--- src/verilog/scr_consts.svh ---
// Offsets, field positions, reset values and limits for the SDRAM config bank.
// Assumes inclusion by bare name from the design files.
`ifndef SCR_CONSTS_SVH
`define SCR_CONSTS_SVH

// -----------------------------------------------------------------
// Register offsets
// -----------------------------------------------------------------
`define SCR_GEOM_OFFSET     4'h8
`define SCR_REFRESH_OFFSET  4'hC

// -----------------------------------------------------------------
// Field positions
// -----------------------------------------------------------------
`define SCR_SELF_REFRESH_BIT  31
`define SCR_CAS_HI            11
`define SCR_CAS_LO            9
`define SCR_UNLOCK_BIT        8
`define SCR_BANK_HI           6
`define SCR_BANK_LO           4
`define SCR_COL_HI            2
`define SCR_COL_LO            0
`define SCR_RR_HI             12

// -----------------------------------------------------------------
// Reset values and limits
// -----------------------------------------------------------------
`define SCR_CAS_RESET    3'h3
`define SCR_BANK_RESET   3'h2
`define SCR_COL_RESET    3'h0
`define SCR_RR_RESET     13'h0190
`define SCR_RR_MIN       13'h0010
`define SCR_RR_SUBST     13'h0190
`define SCR_RESP_OKAY    2'h0
`define SCR_RESP_SLVERR  2'h2

`endif

--- src/verilog/scr_pkg.sv ---
// Types for the SDRAM configuration and refresh register bank.
// Assumes the constants header is available on the include path.
package scr_pkg;

    typedef enum logic [1:0] {
        SCR_WR_IDLE = 2'b00,
        SCR_WR_RESP = 2'b01
    } scr_wr_state_t;

endpackage

--- src/verilog/scr_regs.sv ---
// AXI4-Lite register bank: SDRAM geometry config and refresh interval.
// Assumes one clock aclk, synchronous active-low reset, single-beat access.
//
// Behaviour
// RULE1 - Three-bit latency field picks CAS latency two or three cycles.
// RULE2 - Latency updates only when the same write sets the unlock bit.
// RULE3 - Unlock bit keeps no state and always reads zero.
// RULE4 - Write touching latency, unlock, banks or columns starts initialization.
// RULE5 - Bank field codes one, two or four internal banks.
// RULE6 - Column field codes eight, nine or ten column address bits.
// RULE7 - Reserved bits read zero; software writes zero there.
// RULE8 - Thirteen-bit refresh interval counts memory clock cycles.
// RULE9 - Interval written below 0010h is stored as 0190h instead.
// RULE10 - Writing any low three config bytes starts initialization.
// RULE11 - Config bit 31 enters or leaves self-refresh.
// RULE12 - Refresh counter reloads from interval and pulses refresh request.
`timescale 1ns/1ns
`include "scr_consts.svh"

module scr_regs
    import scr_pkg::*;
(
    input  wire logic        aclk,
    input  wire logic        aresetn,
    input  wire logic [3:0]  s_axi_awaddr,
    input  wire logic        s_axi_awvalid,
    output logic             s_axi_awready,
    input  wire logic [31:0] s_axi_wdata,
    input  wire logic [3:0]  s_axi_wstrb,
    input  wire logic        s_axi_wvalid,
    output logic             s_axi_wready,
    output logic [1:0]       s_axi_bresp,
    output logic             s_axi_bvalid,
    input  wire logic        s_axi_bready,
    input  wire logic [3:0]  s_axi_araddr,
    input  wire logic        s_axi_arvalid,
    output logic             s_axi_arready,
    output logic [31:0]      s_axi_rdata,
    output logic [1:0]       s_axi_rresp,
    output logic             s_axi_rvalid,
    input  wire logic        s_axi_rready,
    output logic [2:0]       cas_latency,
    output logic [2:0]       bank_count,
    output logic [2:0]       column_width,
    output logic             self_refresh,
    output logic             init_start,
    output logic             refresh_req
);

    // -----------------------------------------------------------------
    // Storage
    // -----------------------------------------------------------------
    scr_wr_state_t wr_state_r;
    logic          aw_got_r;
    logic          w_got_r;
    logic [3:0]    aw_addr_r;
    logic [31:0]   w_data_r;
    logic [3:0]    w_strb_r;
    logic [2:0]    cas_r;
    logic [2:0]    bank_r;
    logic [2:0]    col_r;
    logic          sr_r;
    logic [12:0]   rr_r;
    logic [12:0]   rr_cnt_r;
    logic          init_r;
    logic          refresh_r;
    logic          wr_fire;
    logic          geom_hit;
    logic          refr_hit;
    logic [12:0]   rr_nxt;

    function automatic logic [31:0] scr_read(input logic [3:0] addr,
                                             input logic [2:0] cas,
                                             input logic [2:0] bank,
                                             input logic [2:0] col,
                                             input logic       sr,
                                             input logic [12:0] rr);
        logic [31:0] v;
        v = 32'h0000_0000;
        if (addr == `SCR_GEOM_OFFSET) begin
            v[`SCR_SELF_REFRESH_BIT]    = sr;       // RULE11
            v[`SCR_CAS_HI:`SCR_CAS_LO]  = cas;
            v[`SCR_BANK_HI:`SCR_BANK_LO] = bank;
            v[`SCR_COL_HI:`SCR_COL_LO]  = col;
        end else if (addr == `SCR_REFRESH_OFFSET) begin
            v[`SCR_RR_HI:0] = rr;
        end
        // Unlock and reserved bits stay zero
        return v;                                   // RULE3 RULE7
    endfunction

    function automatic logic addr_mapped(input logic [3:0] addr);
        return (addr == `SCR_GEOM_OFFSET) || (addr == `SCR_REFRESH_OFFSET);
    endfunction

    // -----------------------------------------------------------------
    // Write channel
    // -----------------------------------------------------------------
    assign wr_fire  = (wr_state_r == SCR_WR_IDLE) && aw_got_r && w_got_r;
    assign geom_hit = wr_fire && (aw_addr_r == `SCR_GEOM_OFFSET);
    assign refr_hit = wr_fire && (aw_addr_r == `SCR_REFRESH_OFFSET);

    always_ff @(posedge aclk) begin
        if (!aresetn) begin
            aw_got_r      <= 1'b0;
            aw_addr_r     <= 4'h0;
            s_axi_awready <= 1'b0;
        end else if (wr_fire) begin
            aw_got_r      <= 1'b0;
            s_axi_awready <= 1'b0;
        end else if (s_axi_awvalid && s_axi_awready) begin
            aw_got_r      <= 1'b1;
            aw_addr_r     <= s_axi_awaddr;
            s_axi_awready <= 1'b0;
        end else begin
            s_axi_awready <= !aw_got_r && (wr_state_r == SCR_WR_IDLE);
        end
    end

    always_ff @(posedge aclk) begin
        if (!aresetn) begin
            w_got_r      <= 1'b0;
            w_data_r     <= 32'h0000_0000;
            w_strb_r     <= 4'h0;
            s_axi_wready <= 1'b0;
        end else if (wr_fire) begin
            w_got_r      <= 1'b0;
            s_axi_wready <= 1'b0;
        end else if (s_axi_wvalid && s_axi_wready) begin
            w_got_r      <= 1'b1;
            w_data_r     <= s_axi_wdata;
            w_strb_r     <= s_axi_wstrb;
            s_axi_wready <= 1'b0;
        end else begin
            s_axi_wready <= !w_got_r && (wr_state_r == SCR_WR_IDLE);
        end
    end

    always_ff @(posedge aclk) begin
        if (!aresetn) begin
            wr_state_r   <= SCR_WR_IDLE;
            s_axi_bvalid <= 1'b0;
            s_axi_bresp  <= `SCR_RESP_OKAY;
        end else begin
            case (wr_state_r)
                SCR_WR_IDLE: begin
                    if (wr_fire) begin
                        wr_state_r   <= SCR_WR_RESP;
                        s_axi_bvalid <= 1'b1;
                        s_axi_bresp  <= addr_mapped(aw_addr_r) ?
                                        `SCR_RESP_OKAY : `SCR_RESP_SLVERR;
                    end
                end
                SCR_WR_RESP: begin
                    if (s_axi_bready) begin
                        wr_state_r   <= SCR_WR_IDLE;
                        s_axi_bvalid <= 1'b0;
                    end
                end
                default: begin
                    wr_state_r   <= SCR_WR_IDLE;
                    s_axi_bvalid <= 1'b0;
                end
            endcase
        end
    end

    // -----------------------------------------------------------------
    // Geometry configuration register
    // -----------------------------------------------------------------
    always_ff @(posedge aclk) begin
        if (!aresetn) begin
            cas_r  <= `SCR_CAS_RESET;
            bank_r <= `SCR_BANK_RESET;
            col_r  <= `SCR_COL_RESET;
            sr_r   <= 1'b0;
        end else if (geom_hit) begin
            if (w_strb_r[1] && w_data_r[`SCR_UNLOCK_BIT]) begin
                cas_r <= w_data_r[`SCR_CAS_HI:`SCR_CAS_LO]; // RULE1 RULE2
            end
            if (w_strb_r[0]) begin
                bank_r <= w_data_r[`SCR_BANK_HI:`SCR_BANK_LO]; // RULE5
                col_r  <= w_data_r[`SCR_COL_HI:`SCR_COL_LO];   // RULE6
            end
            if (w_strb_r[3]) begin
                sr_r <= w_data_r[`SCR_SELF_REFRESH_BIT]; // RULE11
            end
        end
    end

    // Any low-byte lane starts init; a top-byte-only write does not
    always_ff @(posedge aclk) begin
        if (!aresetn) begin
            init_r <= 1'b0;
        end else begin
            init_r <= geom_hit && (|w_strb_r[2:0]); // RULE4 RULE10
        end
    end

    // -----------------------------------------------------------------
    // Refresh interval register and counter
    // -----------------------------------------------------------------
    always_comb begin
        rr_nxt = w_data_r[`SCR_RR_HI:0];
        if (rr_nxt < `SCR_RR_MIN) begin
            rr_nxt = `SCR_RR_SUBST; // RULE9
        end
    end

    // Lane 0 or 1 loads the whole field; lanes are not merged
    always_ff @(posedge aclk) begin
        if (!aresetn) begin
            rr_r <= `SCR_RR_RESET;
        end else if (refr_hit && (|w_strb_r[1:0])) begin
            rr_r <= rr_nxt; // RULE8
        end
    end

    // Counter runs down; a new interval is picked up at the next reload
    always_ff @(posedge aclk) begin
        if (!aresetn) begin
            rr_cnt_r  <= `SCR_RR_RESET;
            refresh_r <= 1'b0;
        end else if (rr_cnt_r == 13'h0000) begin
            rr_cnt_r  <= rr_r - 13'h0001; // RULE12
            refresh_r <= 1'b1;
        end else begin
            rr_cnt_r  <= rr_cnt_r - 13'h0001;
            refresh_r <= 1'b0;
        end
    end

    // -----------------------------------------------------------------
    // Read channel
    // -----------------------------------------------------------------
    always_ff @(posedge aclk) begin
        if (!aresetn) begin
            s_axi_arready <= 1'b0;
            s_axi_rvalid  <= 1'b0;
            s_axi_rdata   <= 32'h0000_0000;
            s_axi_rresp   <= `SCR_RESP_OKAY;
        end else if (s_axi_rvalid) begin
            s_axi_arready <= 1'b0;
            if (s_axi_rready) begin
                s_axi_rvalid <= 1'b0;
            end
        end else if (s_axi_arvalid && s_axi_arready) begin
            s_axi_arready <= 1'b0;
            s_axi_rvalid  <= 1'b1;
            s_axi_rdata   <= scr_read(s_axi_araddr, cas_r, bank_r, col_r,
                                      sr_r, rr_r);
            s_axi_rresp   <= addr_mapped(s_axi_araddr) ?
                             `SCR_RESP_OKAY : `SCR_RESP_SLVERR;
        end else begin
            s_axi_arready <= 1'b1;
        end
    end

    // -----------------------------------------------------------------
    // Outputs
    // -----------------------------------------------------------------
    assign cas_latency  = cas_r;
    assign bank_count   = bank_r;
    assign column_width = col_r;
    assign self_refresh = sr_r;
    assign init_start   = init_r;
    assign refresh_req  = refresh_r;

    // -----------------------------------------------------------------
    // Checks
    // -----------------------------------------------------------------
    cas_locked_a: assert property (@(posedge aclk) disable iff (!aresetn)
        (geom_hit && !w_data_r[`SCR_UNLOCK_BIT]) |=> $stable(cas_r))
        else $error("latency changed without unlock"); // RULE2

    cas_unlocked_a: assert property (@(posedge aclk) disable iff (!aresetn)
        (geom_hit && w_strb_r[1] && w_data_r[`SCR_UNLOCK_BIT])
        |=> cas_r == $past(w_data_r[`SCR_CAS_HI:`SCR_CAS_LO]))
        else $error("latency not taken with unlock"); // RULE1

    // Keyed on the address: bit 8 of the refresh word is interval data
    unlock_reads_zero_a: assert property (@(posedge aclk)
        disable iff (!aresetn)
        (s_axi_arvalid && s_axi_arready
         && s_axi_araddr == `SCR_GEOM_OFFSET)
        |=> !s_axi_rdata[`SCR_UNLOCK_BIT])
        else $error("unlock bit read as one"); // RULE3

    init_start_a: assert property (@(posedge aclk) disable iff (!aresetn)
        (geom_hit && (|w_strb_r[2:0])) |=> init_start)
        else $error("init not started by config write"); // RULE4

    init_top_only_a: assert property (@(posedge aclk) disable iff (!aresetn)
        (geom_hit && w_strb_r == 4'h8) |=> !init_start)
        else $error("init started by top byte write"); // RULE10

    geom_fields_a: assert property (@(posedge aclk) disable iff (!aresetn)
        (geom_hit && w_strb_r[0]) |=> (bank_r == $past(w_data_r[6:4]))
        && (col_r == $past(w_data_r[2:0])))
        else $error("bank or column field not stored"); // RULE5 RULE6

    rsvd_zero_a: assert property (@(posedge aclk) disable iff (!aresetn)
        (s_axi_arvalid && s_axi_arready
         && s_axi_araddr == `SCR_GEOM_OFFSET)
        |=> (s_axi_rdata[30:12] == 19'h0)
        && !s_axi_rdata[7] && !s_axi_rdata[3])
        else $error("reserved bits read nonzero"); // RULE7

    rr_rsvd_a: assert property (@(posedge aclk) disable iff (!aresetn)
        (s_axi_arvalid && s_axi_arready
         && s_axi_araddr == `SCR_REFRESH_OFFSET)
        |=> (s_axi_rdata[31:13] == 19'h0))
        else $error("refresh upper bits read nonzero"); // RULE7

    rr_subst_a: assert property (@(posedge aclk) disable iff (!aresetn)
        (refr_hit && w_strb_r[0] && w_strb_r[1]
         && w_data_r[12:0] < `SCR_RR_MIN) |=> rr_r == `SCR_RR_SUBST)
        else $error("small interval not replaced"); // RULE9

    sr_store_a: assert property (@(posedge aclk) disable iff (!aresetn)
        (geom_hit && w_strb_r[3]) |=> sr_r == $past(w_data_r[31]))
        else $error("self-refresh bit not stored"); // RULE11

    refresh_gap_a: assert property (@(posedge aclk) disable iff (!aresetn)
        refresh_req |-> ##1 !refresh_req)
        else $error("refresh request not a pulse"); // RULE12 RULE8

endmodule

--- config.mk ---
export PLATFORM = sky130hd
export DESIGN_NAME = scr_regs
export DESIGN_NICKNAME = d
export VERILOG_FILES = /design/src/verilog/scr_pkg.sv /design/src/verilog/scr_regs.sv
export VERILOG_INCLUDE_DIRS = /design/src /design/src/verilog
export SDC_FILE = /design/constraint.sdc
export NUM_CORES = 1
export LEC_CHECK = 0
export ABC_AREA = 1
export BUFFER_PORTS_ARGS = -buffer_cell sky130_fd_sc_hd__buf_2
export CAP_MARGIN = 20
export CORE_ASPECT_RATIO = 1.2
export CORE_MARGIN = 4
export CORE_UTILIZATION = 45
export DETAILED_ROUTE_END_ITERATION = 6
export GPL_ROUTABILITY_DRIVEN = 0
export HOLD_SLACK_MARGIN = 0.02
export PLACE_DENSITY_LB_ADDON = 0.2
export SLEW_MARGIN = 20
export SYNTH_ARGS = -nofsm -noshare
export SYNTH_HDL_FRONTEND = slang
export SYNTH_SLANG_ARGS = --single-unit
--- constraint.sdc ---
create_clock -name aclk -period 1.9 [get_ports aclk]
set_clock_uncertainty 0.15 [all_clocks]
set_input_delay 0.285 -clock aclk [delete_from_list [all_inputs] [get_ports aclk]]
set_output_delay 0.285 -clock aclk [all_outputs]
set_load 0.005 [all_outputs]
* After elaboration in Yosys (flattened, before gate mapping) *
Cells that the tools add are included.

operators by class
  add/sub/neg operators = 2
  $lt $le $gt $ge = 1
  eq/ne operators = 7
  multiplexer cells = 23
  bitwise gates (word level) = 3
  reductions and logical operators = 32

operator list
  operator                                              number
  2-to-1 mux 13 bit                                     3
  subtractor 13 x 1 -> 13 bit (second input constant)   2
  equality test 4 bit (second input constant)           4
  AND reduction 2 bit                                   8
  zero test 13 bit                                      1
  < comparator 13 x 5 -> 1 bit (second input constant)  1
  logical AND 1 bit                                     12
  2-to-1 mux 1 bit                                      10
  2-to-1 mux 2 bit                                      5
  2-to-1 mux 3 bit                                      3
  OR reduction 3 bit                                    3
  OR reduction 2 bit                                    3
  != test 2 bit (second input constant)                 2
  one-hot mux 2 bit (2 select lines)                    1
  NOT 1 bit                                             3
  equality test 2 x 1 -> 1 bit (second input constant)  1
  zero test 1 bit                                       2
  zero test 2 bit                                       1
  logical OR 1 bit                                      2
  one-hot mux 1 bit (2 select lines)                    1

storage, ports and cells
  register bits = 105
  logic and storage cells = 90

* Longest topological paths before layout *
  word-level depth = 5
  depth in mapped cells = 15
  depth with buffers taken out = 14

* Least setup slack after synthesis *
OpenSTA, ideal clock, no wires.

  path kind = flip-flop to flip-flop
  start point = register rr_cnt_r[3]
  end point = register rr_cnt_r[10]
  setup time = 0.115 ns
  arrival = 1.575 ns
  data required time = 1.635 ns
  setup slack = 0.060 ns
  cell stages (with the launch flop) = 15
  path buffers = 1
  path through = dfxtp_1 nor2_1 nand2_2 nor2_1 nand2_2 buf_6 nand2_1 nand2_2 ha_1 inv_1 nor2_1 nand2_1 nor2_1 a21oi_1 nor2_1

on the way
  longest elaborated chain between the ends = 2
  elaborated cells between the ends (all ways) = 3

RTL lines
  what                                                                    RTL line                          source
  from (decl)                                                             scr_regs.sv:64                    logic [12:0] rr_cnt_r;
  from (signal assigned)                                                  scr_regs.sv:222                   rr_cnt_r <= `SCR_RR_RESET;
  from (signal assigned)                                                  scr_regs.sv:225                   rr_cnt_r <= rr_r - 13'h0001;
  from (signal assigned)                                                  scr_regs.sv:228                   rr_cnt_r <= rr_cnt_r - 13'h0001;
  subtractor 13 x 1 -> 13 bit / zero test 13 bit (equally long branches)  scr_regs.sv:228, scr_regs.sv:224
  2-to-1 mux 13 bit (*)                                                   scr_regs.sv:224                   end else if (rr_cnt_r == 13'h0000) begin

Mark *: on every way between the ends. The rest lies on a longest branch, timed or not.
A chain may end at the register's enable or synchronous reset.

* Worst setup path after layout *
  start point = register rr_cnt_r[2]
  end point = register rr_cnt_r[12]

Same word-level chain as after synthesis.

==> results.sh <==
export IMPL_start_util_pct=46.2
export IMPL_synth_edf_count=0
export IMPL_drive_gt1_share_pct=27.3
export IMPL_drt_iter0_drc=158
export IMPL_min_period_ps=1860
export IMPL_n_antenna_cell=0
export IMPL_netlist_area_leader_share_pct=44.3
export IMPL_ant_nets=0
export IMPL_crit_path_end="rr_cnt_r[12]"
export IMPL_stdcell_area_um2=4690
export IMPL_antenna_found_initial=0
export IMPL_async_flop_share_pct=0
export IMPL_io_pins=104
export IMPL_synth_area_leaders="dfxtp_1 (44%), nor2_1 (10%), o21ai_0 (7.6%), inv_1 (5.7%), nand2_1 (5.6%)"
export IMPL_drv_slew=0
export IMPL_setup_viol=0
export IMPL_hold_violations=0
export IMPL_clk_pin_slew_worst_paths_ps=90
export IMPL_numPortBuffers=65
export IMPL_coreArea_um2=8110
export IMPL_crit_fanout=4
export IMPL_die_area_um2=9860
export IMPL_clock_latency_ps=340
export IMPL_drc=0
export IMPL_wl_met3_um=352
export IMPL_clockBufferDepth=2
export IMPL_route_met2_wl_mm=4.76
export IMPL_cp_required_ps=1980
export IMPL_worstSetupStartpointType="flip-flop"
export IMPL_r2r_start="rr_cnt_r[2]"
export IMPL_root_buffer="clkbuf_8"
export IMPL_rsz0062_at_grt="true"
export IMPL_dpl_cell_area_um2=4140
export IMPL_synth_ff_type="dfxtp_1"
export IMPL_status="completed"
export IMPL_ff2ff_path_depth=13
export IMPL_top_layer="met4"
export IMPL_path_depth=13
export IMPL_htreeDepth=3
export IMPL_end_kind="flip-flop"
export IMPL_setup_tns_ps=0
export IMPL_max_cap_violations=0
export IMPL_grt_max_degree=50
export IMPL_cpPeakStageDelay_ps=340
export IMPL_slew_headroom_pct=62.7
export IMPL_max_slew_worst_pin_slew_ps=559
export IMPL_die_y_um=108
export IMPL_die_w_um=91.3
export IMPL_rows=36
export IMPL_peakVddDrop_uv=588
export IMPL_fin_total_pwr_mw=3.68
export IMPL_critPathKind="flip-flop to flip-flop"
export IMPL_synth_seq_area_share_pct=44.3
export IMPL_grt_usage_pct=19.5
export IMPL_area_growth_syn_to_layout_pct=25.1
export IMPL_cts_buffers_inserted=9
export IMPL_hold_depth=4
export IMPL_holdCritPathClass="primary input to flip-flop"
export IMPL_max_freq_ghz=0.536
export IMPL_place_hpwl_mm=6.65
export IMPL_grt_pass1_vias=3327
export IMPL_critical_path_cell_chain="nor2_2 > nand2_2 > nor2_4 > nand2_4 > nor2_4 > nor2_4 > ha_4 > inv_4 > nor2_4 > nand2_4 > nor2_4 > a21oi_1 > nor2_1"
export IMPL_via_count=3479
export IMPL_firstDrtPassIters=4
export IMPL_grt_pass1_wl_mm=15.4
export IMPL_startpoint="rr_cnt_r[2]"
export IMPL_ff2ff_setup_slack_ps=40
export IMPL_cts_tree="built"
export IMPL_yosys_warnings=0
export IMPL_fin_nets=656
export IMPL_cp_arrival_ps=1940
export IMPL_routed_wl_mm=9.41
export IMPL_grt_overflow_total=0
export IMPL_syn_inst=511
export IMPL_powerDensity_nw_per_um2=785
export IMPL_drt_met1_wl_mm=3.92
export IMPL_synth_area_leader_cell="dfxtp_1"
export IMPL_syn_area_um2=3750
export IMPL_power_leakage_nw=2.17
export IMPL_finalCritPeriodShare_pct=98.1
export IMPL_cts_sinks=83
export IMPL_syn_area_per_cell_um2=7.33
export IMPL_synth_seq_cells=83
export IMPL_viasPerCell=4.94
export IMPL_cp_top_family="simple AND/OR/NAND/NOR gates"
export IMPL_critPathBufInv=1
export IMPL_postLayoutCoreUtil_pct=57.8
export IMPL_synth_cell_types=35
export IMPL_wl_per_cell_um=13.4
export IMPL_cp_slowest_cell="dfxtp_2"
export IMPL_cpMostUsedCell="nor2_4"
export IMPL_r2r_end="rr_cnt_r[12]"
==> cells in the final DEF, fill, tap and decap left out, drive strengths merged, types with 2 or more instances in the layout <==
master,instances
a22oi,4
conb,20
a211oi,5
o21bai,2
clkinv,2
nand3,27
clkinvlp,2
nor3,5
o21ai,59
buf,84
o221ai,2
nand2,64
dlygate4sd3,17
a21oi,28
clkbuf,11
inv,63
dfxtp,83
o22ai,5
nand4,4
nor2,112
o211ai,5
==> area by class of cell <==
| class | instances | area (µm²) |
|---|---|---|
| Inverter | 63 | 239 |
| Clock inverter | 5 | 62.6 |
| Multi-Input combinational cell | 346 | 1800 |
| Sequential cell | 83 | 1680 |
| Tap cell | 95 | 119 |
| Fill cell | 763 | 3420 |
| Timing Repair Buffer | 101 | 649 |
| Clock buffer | 11 | 141 |
==> Yosys cell counts, drive strengths merged (2+ instances only) <==
library cell	instances
clkbuf	11
o21ai	59
o211ai	5
buf	27
nor3	5
inv	63
nand2	64
dfxtp	83
a21oi	28
nand4	4
o221ai	2
a211oi	5
nor2	112
o22ai	5
o21bai	2
nand3	27
a22oi	4
==> worst min-delay path, cell delays in order <==
cell	delay [ps]
buf_2	70
inv_1	30
nand2_1	50
a21oi_1	50
==> worst min path at each step <==
stage | end | from | slack, ps
floorplan | s_axi_rresp[1] | s_axi_araddr[3] | 240
global placement | s_axi_arready | s_axi_rvalid | 290
detailed placement | s_axi_arready | s_axi_rvalid | 300
CTS | s_axi_rvalid | s_axi_rready | 20
global route | s_axi_rvalid | s_axi_rready | 40
finish | s_axi_rvalid | s_axi_rready | 30
==> where the power goes <==
group / switching, mW / internal [mW]
clock network: 0.647 / 0.649
logic: 0.304 / 0.197
registers: 0.0542 / 1.83
total: 1.01 / 2.67
==> logic make-up after synthesis <==
kind of cell | synth area share [%]
adders and majority gates | 0.334
buffers and inverters | 12.9
and+or+nand+nor | 25.4
other | 0.100
DFF | 44.3
AOI/OAI and AO/OA | 16.9
==> per-layer routing <==
layer	track usage [%]	up-vias
met5	0	-
met4	10.3	0
met3	3.20	28
met2	34.0	91
met1	23.1	1566
li1	-	1794
==> stage by stage <==
step | worst slack, ps | instances | hold WS (ps)
final | 35.6 | 704 | 32.5
after floorplan | 60.4 | 530 | 236
after global placement | -54.1 | 668 | 285
after global routing | -54.8 | 704 | 36.8
after detailed placement | -69.4 | 668 | 300
after CTS | 2.64 | 701 | 21.6
==> state kept, by name, indices dropped and copies added, names as in the netlist <==
| signal | flops |
|---|---|
| aw_got_r | 1 |
| s_axi_bvalid | 1 |
| aw_addr_r | 4 |
| s_axi_awready | 1 |
| refresh_req | 1 |
| init_start | 1 |
| cas_latency | 3 |
| s_axi_rvalid | 1 |
| s_axi_rdata | 14 |
| s_axi_rresp | 1 |
| w_got_r | 1 |
| column_width | 3 |
| rr_cnt_r | 13 |
| s_axi_bresp | 1 |
| self_refresh | 1 |
| bank_count | 3 |
| s_axi_wready | 1 |
| s_axi_arready | 1 |
| rr_r | 13 |
| w_data_r | 14 |
| w_strb_r | 4 |
==> repair_timing <==
action | 4_1_cts | 5_1_grt
endpoints found under the hold margin | 17 | 0
setup buffers | 0 | 3
pin swaps | 2 | 17
hold buffers | 17 | 0
endpoints found under the setup margin | 3 | 8
resized for setup | 7 | 42
No activity file was read; power rests on OpenSTA's default activity.
